## config.mk

```make
export PLATFORM = sky130hd
export DESIGN_NAME = diag_fault_policy
export DESIGN_NICKNAME = d
export VERILOG_FILES = /design/src/verilog/diag_fault_pkg.sv /design/src/verilog/diag_fault_policy.sv
export SDC_FILE = /design/constraint.sdc
export NUM_CORES = 1
export LEC_CHECK = 0
export ABC_AREA = 1
export BUFFER_PORTS_ARGS = -buffer_cell sky130_fd_sc_hd__clkbuf_2
export CORE_MARGIN = 2
export CORE_UTILIZATION = 40
export DETAILED_ROUTE_END_ITERATION = 8
export PLACE_DENSITY = 0.69
export SETUP_SLACK_MARGIN = 0.5
export SLEW_MARGIN = 20
export SYNTH_ARGS = -nofsm -noshare
export SYNTH_HDL_FRONTEND = slang
export SYNTH_SLANG_ARGS = --single-unit
```

## constraint.sdc

```tcl
create_clock -name SYS_CLK -period 2.58 [get_ports SYS_CLK]
set_input_delay 0.129 -clock SYS_CLK [delete_from_list [all_inputs] [get_ports SYS_CLK]]
set_output_delay 0.129 -clock SYS_CLK [all_outputs]
set_load 0.05 [all_outputs]
```

## src/verilog/diag_fault_pkg.sv

```systemverilog
// constants, register map and carrier types for the diagnostic fault policy
// assumes an 8-bit register port with 8-bit addresses and 12-bit samples
package diag_fault_pkg;

	localparam logic [7:0] ADDR_AVG_CFG    = 8'h4b;
	localparam logic [7:0] ADDR_HI_CURR    = 8'h4c;
	localparam logic [7:0] ADDR_LO_CURR    = 8'h4d;
	localparam logic [7:0] ADDR_AUX_UP     = 8'h4e;
	localparam logic [7:0] ADDR_AUX_LO     = 8'h4f;
	localparam logic [7:0] ADDR_ACTION     = 8'h50;

	localparam logic [7:0] RST_AVG_CFG     = 8'h00;
	localparam logic [7:0] RST_HI_CURR     = 8'ha2;
	localparam logic [7:0] RST_LO_CURR     = 8'h48;
	localparam logic [7:0] RST_AUX_UP      = 8'hba;
	localparam logic [7:0] RST_AUX_LO      = 8'h4b;
	localparam logic [7:0] RST_ACTION      = 8'h88;
	localparam logic [7:0] AVG_CFG_WMASK   = 8'hf8;

	// field positions in the fault action register
	localparam int BIT_OFF_SHORT     = 7;
	localparam int BIT_OFF_HIGH      = 6;
	localparam int BIT_OFF_LOW       = 5;
	localparam int BIT_OFF_OV        = 4;
	localparam int BIT_OFF_OT        = 3;
	localparam int BIT_RECHECK       = 2;
	localparam int BIT_AUTO_REC      = 1;
	localparam int BIT_SHORT_DET_OFF = 0;

	// field positions in the averaging register
	localparam int POS_AVG_MODE      = 6;
	localparam int BIT_BYP_LOAD      = 5;
	localparam int BIT_BYP_TEMP      = 4;
	localparam int BIT_BYP_AUX       = 3;

	// threshold code times 16 lands on the 12-bit scale
	localparam int THR_SHIFT         = 4;

	localparam logic [4:0] DEB_16    = 5'h10;
	localparam logic [4:0] DEB_8     = 5'h08;
	localparam logic [4:0] DEB_4     = 5'h04;
	localparam logic [4:0] DEB_NONE  = 5'h01;

	typedef enum logic [1:0] {
		AVG_OFF  = 2'h0,
		AVG_HALF = 2'h1,
		AVG_QTR  = 2'h2,
		AVG_RSVD = 2'h3
	} avg_mode_t;

	typedef enum logic [1:0] {
		ST_ON  = 2'b01,
		ST_OFF = 2'b10
	} bias_state_t;

	typedef struct packed {
		logic short_c;
		logic high_c;
		logic low_c;
		logic ov;
		logic ot;
		logic aux_high;
		logic aux_low;
	} fault_vec_t;

endpackage : diag_fault_pkg

```

## src/verilog/diag_fault_policy.sv

```systemverilog
// diagnostic averaging, threshold compare and micbias powerdown policy
// assumes synchronous samples with per-channel valid strobes and raw
// short, overvoltage and overtemperature detector levels from analog
// Overview of operation
// - two-bit mode picks bypass, half or quarter averaging
// - load bypass bit skips load channel averaging
// - temp bypass bit skips temperature averaging
// - aux bypass bit skips aux channel averaging
// - high current limit 8 bits, reset a2
// - low current limit 8 bits, reset 48
// - aux upper limit 8 bits, reset ba
// - aux lower limit 8 bits, reset 4b
// - short fault powers micbias down when enabled
// - high current fault powers down when enabled
// - low current fault powers down when enabled
// - overvoltage fault powers down when enabled
// - overtemperature fault powers down when enabled
// - manual recheck restores power if faults gone
// - auto recovery enable restores power automatically
// - detect-off bit ignores short circuit faults
// - debounce of 16, 8, 4 or none
`timescale 1ns/1ps
module diag_fault_policy
	import diag_fault_pkg::*;
#(
	parameter int SAMPLE_W = 12
)(
	input  wire logic                SYS_CLK,
	input  wire logic                SYS_RST,
	input  wire logic                REG_WR,
	input  wire logic [7:0]          REG_ADDR,
	input  wire logic [7:0]          REG_WDATA,
	output logic      [7:0]          REG_RDATA,
	input  wire logic [1:0]          DEBOUNCE_COUNT_SEL,
	input  wire logic [SAMPLE_W-1:0] LOAD_SAMPLE,
	input  wire logic                LOAD_VALID,
	input  wire logic [SAMPLE_W-1:0] TEMP_SAMPLE,
	input  wire logic                TEMP_VALID,
	input  wire logic [SAMPLE_W-1:0] AUX_SAMPLE,
	input  wire logic                AUX_VALID,
	input  wire logic                SHORT_RAW,
	input  wire logic                OV_RAW,
	input  wire logic                OT_RAW,
	output logic [SAMPLE_W-1:0]      LOAD_FILT,
	output logic [SAMPLE_W-1:0]      TEMP_FILT,
	output logic [SAMPLE_W-1:0]      AUX_FILT,
	output fault_vec_t               FAULT_STATUS,
	output logic                     MICBIAS_EN
);

	localparam int NF = 7;

	logic [7:0]  avg_cfg_q;
	logic [7:0]  hi_curr_q;
	logic [7:0]  lo_curr_q;
	logic [7:0]  aux_up_q;
	logic [7:0]  aux_lo_q;
	logic [7:0]  action_q;
	logic [7:0]  action_d;
	bias_state_t state_q;
	bias_state_t state_d;

	wire avg_mode_t mode = avg_mode_t'(avg_cfg_q[POS_AVG_MODE +: 2]);

	// register writes; reserved averaging bits stay at reset value
	wire wr_avg = REG_WR && (REG_ADDR == ADDR_AVG_CFG);
	wire wr_hi  = REG_WR && (REG_ADDR == ADDR_HI_CURR);
	wire wr_lo  = REG_WR && (REG_ADDR == ADDR_LO_CURR);
	wire wr_up  = REG_WR && (REG_ADDR == ADDR_AUX_UP);
	wire wr_alo = REG_WR && (REG_ADDR == ADDR_AUX_LO);
	wire wr_act = REG_WR && (REG_ADDR == ADDR_ACTION);

	always_ff @(posedge SYS_CLK)
	begin
		if (SYS_RST)
		begin
			avg_cfg_q <= RST_AVG_CFG;
			hi_curr_q <= RST_HI_CURR;
			lo_curr_q <= RST_LO_CURR;
			aux_up_q  <= RST_AUX_UP;
			aux_lo_q  <= RST_AUX_LO;
			action_q  <= RST_ACTION;
		end
		else
		begin
			if (wr_avg)
				avg_cfg_q <= REG_WDATA & AVG_CFG_WMASK;
			if (wr_hi)
				hi_curr_q <= REG_WDATA;
			if (wr_lo)
				lo_curr_q <= REG_WDATA;
			if (wr_up)
				aux_up_q <= REG_WDATA;
			if (wr_alo)
				aux_lo_q <= REG_WDATA;
			action_q <= action_d;
		end
	end

	// recheck bit self-clears after one cycle
	always_comb
	begin
		action_d = action_q;
		action_d[BIT_RECHECK] = 1'b0;
		if (wr_act)
			action_d = REG_WDATA;
	end

	// read mux
	wire [7:0] rd_sel =
		(REG_ADDR == ADDR_AVG_CFG) ? avg_cfg_q :
		(REG_ADDR == ADDR_HI_CURR) ? hi_curr_q :
		(REG_ADDR == ADDR_LO_CURR) ? lo_curr_q :
		(REG_ADDR == ADDR_AUX_UP)  ? aux_up_q  :
		(REG_ADDR == ADDR_AUX_LO)  ? aux_lo_q  :
		(REG_ADDR == ADDR_ACTION)  ? action_q  : 8'h00;
	assign REG_RDATA = rd_sel;

	// moving average, one filter per channel
	logic [SAMPLE_W-1:0] smp [3];
	logic                vld [3];
	logic                byp [3];
	logic [SAMPLE_W-1:0] filt_q [3];

	assign smp[0] = LOAD_SAMPLE;
	assign smp[1] = TEMP_SAMPLE;
	assign smp[2] = AUX_SAMPLE;
	assign vld[0] = LOAD_VALID;
	assign vld[1] = TEMP_VALID;
	assign vld[2] = AUX_VALID;
	assign byp[0] = avg_cfg_q[BIT_BYP_LOAD];
	assign byp[1] = avg_cfg_q[BIT_BYP_TEMP];
	assign byp[2] = avg_cfg_q[BIT_BYP_AUX];

	genvar gi;
	generate
		for (gi = 0; gi < 3; gi++)
		begin : g_avg
			// one local register per channel keeps a single driver
			logic [SAMPLE_W-1:0] val_q;
			wire [SAMPLE_W+1:0] old_x = {2'b00, filt_q[gi]};
			wire [SAMPLE_W+1:0] new_x = {2'b00, smp[gi]};
			wire [SAMPLE_W+1:0] half  = old_x + new_x;
			wire [SAMPLE_W+1:0] qtr   = (old_x << 1) + old_x + new_x;
			// reserved mode falls back to no averaging
			wire [SAMPLE_W-1:0] nxt =
				byp[gi]            ? smp[gi] :
				(mode == AVG_HALF) ? half[SAMPLE_W:1] :
				(mode == AVG_QTR)  ? qtr[SAMPLE_W+1:2] :
				smp[gi];
			always_ff @(posedge SYS_CLK)
			begin
				if (SYS_RST)
					val_q <= '0;
				else if (vld[gi])
					val_q <= nxt;
			end
			assign filt_q[gi] = val_q;
		end
	endgenerate

	assign LOAD_FILT = filt_q[0];
	assign TEMP_FILT = filt_q[1];
	assign AUX_FILT  = filt_q[2];

	// threshold compare on the 12-bit scale
	wire [SAMPLE_W-1:0] hi_thr = SAMPLE_W'({hi_curr_q, 4'h0});
	wire [SAMPLE_W-1:0] lo_thr = SAMPLE_W'({lo_curr_q, 4'h0});
	wire [SAMPLE_W-1:0] up_thr = SAMPLE_W'({aux_up_q, 4'h0});
	wire [SAMPLE_W-1:0] dn_thr = SAMPLE_W'({aux_lo_q, 4'h0});

	logic [NF-1:0] raw;
	assign raw[6] = SHORT_RAW & ~action_q[BIT_SHORT_DET_OFF];
	assign raw[5] = filt_q[0] > hi_thr;
	assign raw[4] = filt_q[0] < lo_thr;
	assign raw[3] = OV_RAW;
	assign raw[2] = OT_RAW;
	assign raw[1] = filt_q[2] > up_thr;
	assign raw[0] = filt_q[2] < dn_thr;

	// debounce: a fault flag changes only after a steady run
	wire [4:0] deb_len =
		(DEBOUNCE_COUNT_SEL == 2'h0) ? DEB_16 :
		(DEBOUNCE_COUNT_SEL == 2'h1) ? DEB_8  :
		(DEBOUNCE_COUNT_SEL == 2'h2) ? DEB_4  : DEB_NONE;

	logic [NF-1:0] flt_q;
	generate
		for (gi = 0; gi < NF; gi++)
		begin : g_deb
			logic [4:0] cnt_q;
			logic       flag_q;
			wire differ = raw[gi] != flag_q;
			wire done   = (cnt_q + 5'h01) >= deb_len;
			always_ff @(posedge SYS_CLK)
			begin
				if (SYS_RST)
				begin
					cnt_q <= 5'h00;
					flag_q <= 1'b0;
				end
				else if (!differ)
					cnt_q <= 5'h00;
				else if (done)
				begin
					cnt_q <= 5'h00;
					flag_q <= raw[gi];
				end
				else
					cnt_q <= cnt_q + 5'h01;
			end
			assign flt_q[gi] = flag_q;
		end
	endgenerate

	assign FAULT_STATUS = fault_vec_t'(flt_q);

	// only faults whose powerdown bit is set matter for micbias
	wire trip =
		(flt_q[6] & action_q[BIT_OFF_SHORT]) |
		(flt_q[5] & action_q[BIT_OFF_HIGH]) |
		(flt_q[4] & action_q[BIT_OFF_LOW]) |
		(flt_q[3] & action_q[BIT_OFF_OV]) |
		(flt_q[2] & action_q[BIT_OFF_OT]);
	wire recheck = action_q[BIT_RECHECK];
	wire auto_en = action_q[BIT_AUTO_REC];

	always_comb
	begin
		state_d = state_q;
		case (state_q)
			ST_ON:
				if (trip)
					state_d = ST_OFF;
			ST_OFF:
				if (!trip && (auto_en || recheck))
					state_d = ST_ON;
			default:
				state_d = ST_OFF;
		endcase
	end

	always_ff @(posedge SYS_CLK)
	begin
		if (SYS_RST)
			state_q <= ST_ON;
		else
			state_q <= state_d;
	end

	assign MICBIAS_EN = (state_q == ST_ON);

endmodule : diag_fault_policy
```

==> flow_metrics.py <==
metrics = {
    "setup_path": {
        "rrSetupSlack_ps": 220,
        "required_ps": 2870,
        "crit_start": "LOAD_FILT[0]",
        "timing.reg2reg.worst_path_depth": 13,
        "crit_family": "adder cells",
        "slowest_stage": "fa_1",
        "critPathLaunchType": "flip-flop",
        "rr_endpoint": "LOAD_FILT[5]",
        "cp_data_arrival_time_ps": 2640,
        "crit_buf_inv": 1,
        "slowest_delay_ps": 480,
        "cp-end-kind": "flip-flop",
        "critical_path.cell_chain": "fa_1 > nand3_2 > inv_2 > fa_2 > nand2_2 > nand3_2 > o21ai_4 > o21ai_2 > or2_4 > nand2_2 > nand3b_1 > nand2_1 > a21oi_1",
        "timing.rr.start": "LOAD_FILT[0]",
        "worst-path-max-fanout": 3,
        "worstSetupPathType": "reg2reg",
    },
    "synthesis": {
        "synth.area.top_cells": "dfxtp_1, ha_1, nand2_1, inv_1, a21oi_1",
        "synthFlopType": "dfxtp_1",
        "seq_area_frac_synth": 0.216,
        "syn_inst": 1724,
        "ys_ff_latch": 125,
        "syn_area_per_cell_um2": 6.70,
        "async_flop_share": 0,
        "yosysTopAreaCellShare": 0.216,
        "synth_top_area_cell": "dfxtp_1",
        "synth_enable_flop_cells": 0,
        "netlist_area_mm2": 0.0116,
        "synthesis.nets": 1957,
        "synthDistinctLibCells": 45,
        "yosysWarningCount": 0,
    },
    "floorplanning": {
        "die_area_mm2": 0.0303,
        "ios": 115,
        "fp.dieW_um": 174,
        "row_count": 62,
        "start_util": 0.405,
        "core_mm2": 0.0285,
        "die_h_um": 174,
    },
    "clock_tree": {
        "cts_buffer_depth": 2,
        "cts-buffers-inserted": 17,
        "clock_latency_ps": 440,
        "cts_tree": "built",
        "path_clk_slew_ps": 70,
        "htreeDepth": 4,
        "cts_root_buf": "clkbuf_16",
        "cts.sinks": 125,
    },
    "detailed_routing": {
        "antenna_left": 0,
        "met1_length_mm": 15.8,
        "dr_wl_met2_mm": 18.2,
        "drc": 0,
        "drtPass1Iterations": 6,
        "top_layer_used": "met4",
        "vias": 12300,
        "wl_per_cell_um": 16.3,
        "detail_route.iter0.violations": 1116,
        "wl_met3_mm": 2.21,
        "routed_wl_mm": 37.4,
        "vias_per_cell": 5.36,
    },
    "timing": {
        "setup_tns_ps": 0,
        "hold_viol": 0,
        "drv_slew": 0,
        "tightest_slew_ps": 694,
        "setup_viol": 0,
        "finClkSkew_ps": 12.2,
        "slew_headroom": 0.537,
        "hold_slack_ps": 34.0,
        "rsz0062_at_grt": "true",
        "period_share": 0.913,
        "fmax_ghz": 0.425,
        "fin_crit_ps": 2360,
    },
    "min_path": {
        "whs_endpoint": "action_q[2]",
        "hp-class": "in2reg",
        "hold-path-cell-count": 3,
        "hold_start": "REG_WDATA[2]",
    },
    "placed_design": {
        "hpwlAfterDp_mm": 26.4,
        "port-buffer-count": 114,
        "globalplace.congestion": 0.933,
    },
    "layout": {
        "layout_common_cells": "nand2_1, inv_1, a21oi_1",
        "n_antenna_cell": 0,
        "nets": 2136,
        "final_common_cell": "nand2_1",
        "drive_above_1_share": 0.256,
        "area_growth_pct": 29.2,
    },
    "pwr": {
        "p_sw_mw": 2.91,
        "p_seq_frac": 0.283,
        "p_total_mw": 7.32,
        "leakagePower_nw": 7.23,
        "p_per_area_mw_per_mm2": 490,
        "power_frac_comb": 0.375,
        "clkPwrFrac": 0.342,
        "swShare": 0.397,
        "intPower_mw": 4.41,
        "max-vdd-ir-drop_mv": 0.457,
    },
    "global_route": {
        "grt_max_degree": 53,
        "antenna_found_initial": 0,
        "gr-total-overflow": 0,
        "grt_use_total": 0.239,
        "grt_pass1_wl_mm": 58.9,
        "grt_pass1_vias": 12000,
    },
    "job": {
        "drv_cap": 0,
    },
    "outcome": {
        "status": "finished clean",
    },
}
==> synth_stat cells (3+ instances only) <==
| master | number |
|---|---|
| nand3_1 | 123 |
| nor2_1 | 124 |
| nand3b_1 | 11 |
| nand2_1 | 381 |
| inv_1 | 262 |
| o21bai_1 | 6 |
| clkbuf_1 | 23 |
| o21a_1 | 5 |
| ha_1 | 131 |
| buf_2 | 7 |
| o211ai_1 | 16 |
| o22ai_1 | 7 |
| fa_1 | 39 |
| inv_2 | 6 |
| xor2_1 | 28 |
| a21oi_1 | 194 |
| nor2_4 | 6 |
| o21ai_1 | 6 |
| xnor2_1 | 12 |
| or2_2 | 6 |
| o2111ai_1 | 4 |
| nand4_1 | 30 |
| a31oi_1 | 5 |
| a21o_1 | 4 |
| buf_4 | 8 |
| nand2_2 | 3 |
| dfxtp_1 | 125 |
| o21ai_0 | 127 |
==> registers in the layout (all words and copies together), names as in the netlist <==
signal	flops
aux_up_q	8
TEMP_FILT	12
avg_cfg_q	5
action_q	8
hi_curr_q	8
state_q	2
aux_lo_q	8
g_deb.cnt_q	35
LOAD_FILT	12
lo_curr_q	8
g_deb.flag_q	7
AUX_FILT	12
==> cells by family after synthesis <==
logic type | share of synthesized area
buffers and inverters | 0.106
and+or+nand+nor | 0.261
xor gates and xnor gates | 0.0303
DFF | 0.216
adders and majority gates | 0.209
AOI/OAI and AO/OA | 0.177
==> area by class of cell <==
class,count,area [um2]
Clock buffer,17,425
Clock inverter,15,188
Fill cell,2735,13600
Inverter,269,1010
Multi-Input combinational cell,1288,8890
Sequential cell,125,2650
Tap cell,384,480
Timing Repair Buffer,202,1280
==> power by group through the flow <==
stage	Sequential, mW	Combinational, mW	Clock [mW]
after floorplan	2.23	1.40	0
after global placement	2.14	1.95	0
after detailed placement	2.15	1.98	0
after CTS	2.08	2.37	2.53
after global routing	2.09	2.99	2.62
final	2.08	2.74	2.50
==> routing by layer <==
layer	track usage	vias to the layer above
li1	-	6049
met1	0.295	5765
met2	0.416	420
met3	0.0398	89
met4	0.0893	0
met5	0	-
==> worst max-delay path by stage <==
| stage | cells after the start | slack (ps) | endpoint |
|---|---|---|---|
| 2_1_floorplan | 13 | 270 | LOAD_FILT[5] |
| 3_3_place_gp | 12 | 200 | LOAD_FILT[6] |
| 3_5_place_dp | 13 | 160 | LOAD_FILT[5] |
| 4_1_cts | 13 | 290 | TEMP_FILT[5] |
| 5_1_grt | 15 | 130 | LOAD_FILT[7] |
| 6_report | 13 | 220 | LOAD_FILT[5] |
==> per-stage QoR <==
step	util	area, um2	instances	setup slack, ps
6_report	0.523	14900	2300	224
5_1_grt	0.523	14900	2300	127
4_1_cts	0.500	14300	2270	291
3_5_place_dp	0.450	12800	2190	163
3_3_place_gp	0.450	12800	2190	204
2_1_floorplan	-	11900	1724	272
==> tightest hold or removal path, stage by stage <==
cell      delay, ps
clkbuf_2        160
nand2_1          90
nor2_1           40
==> timing repair <==
action | CTS | global route
endpoints found under the hold margin | 4 | 0
hold buffers | 4 | 0
setup endpoints to repair | 38 | 72
resized for setup | 98 | 122
pin swaps | 92 | 97
buffers inserted | 44 | 30
Power figures use the tool's default switching activity.
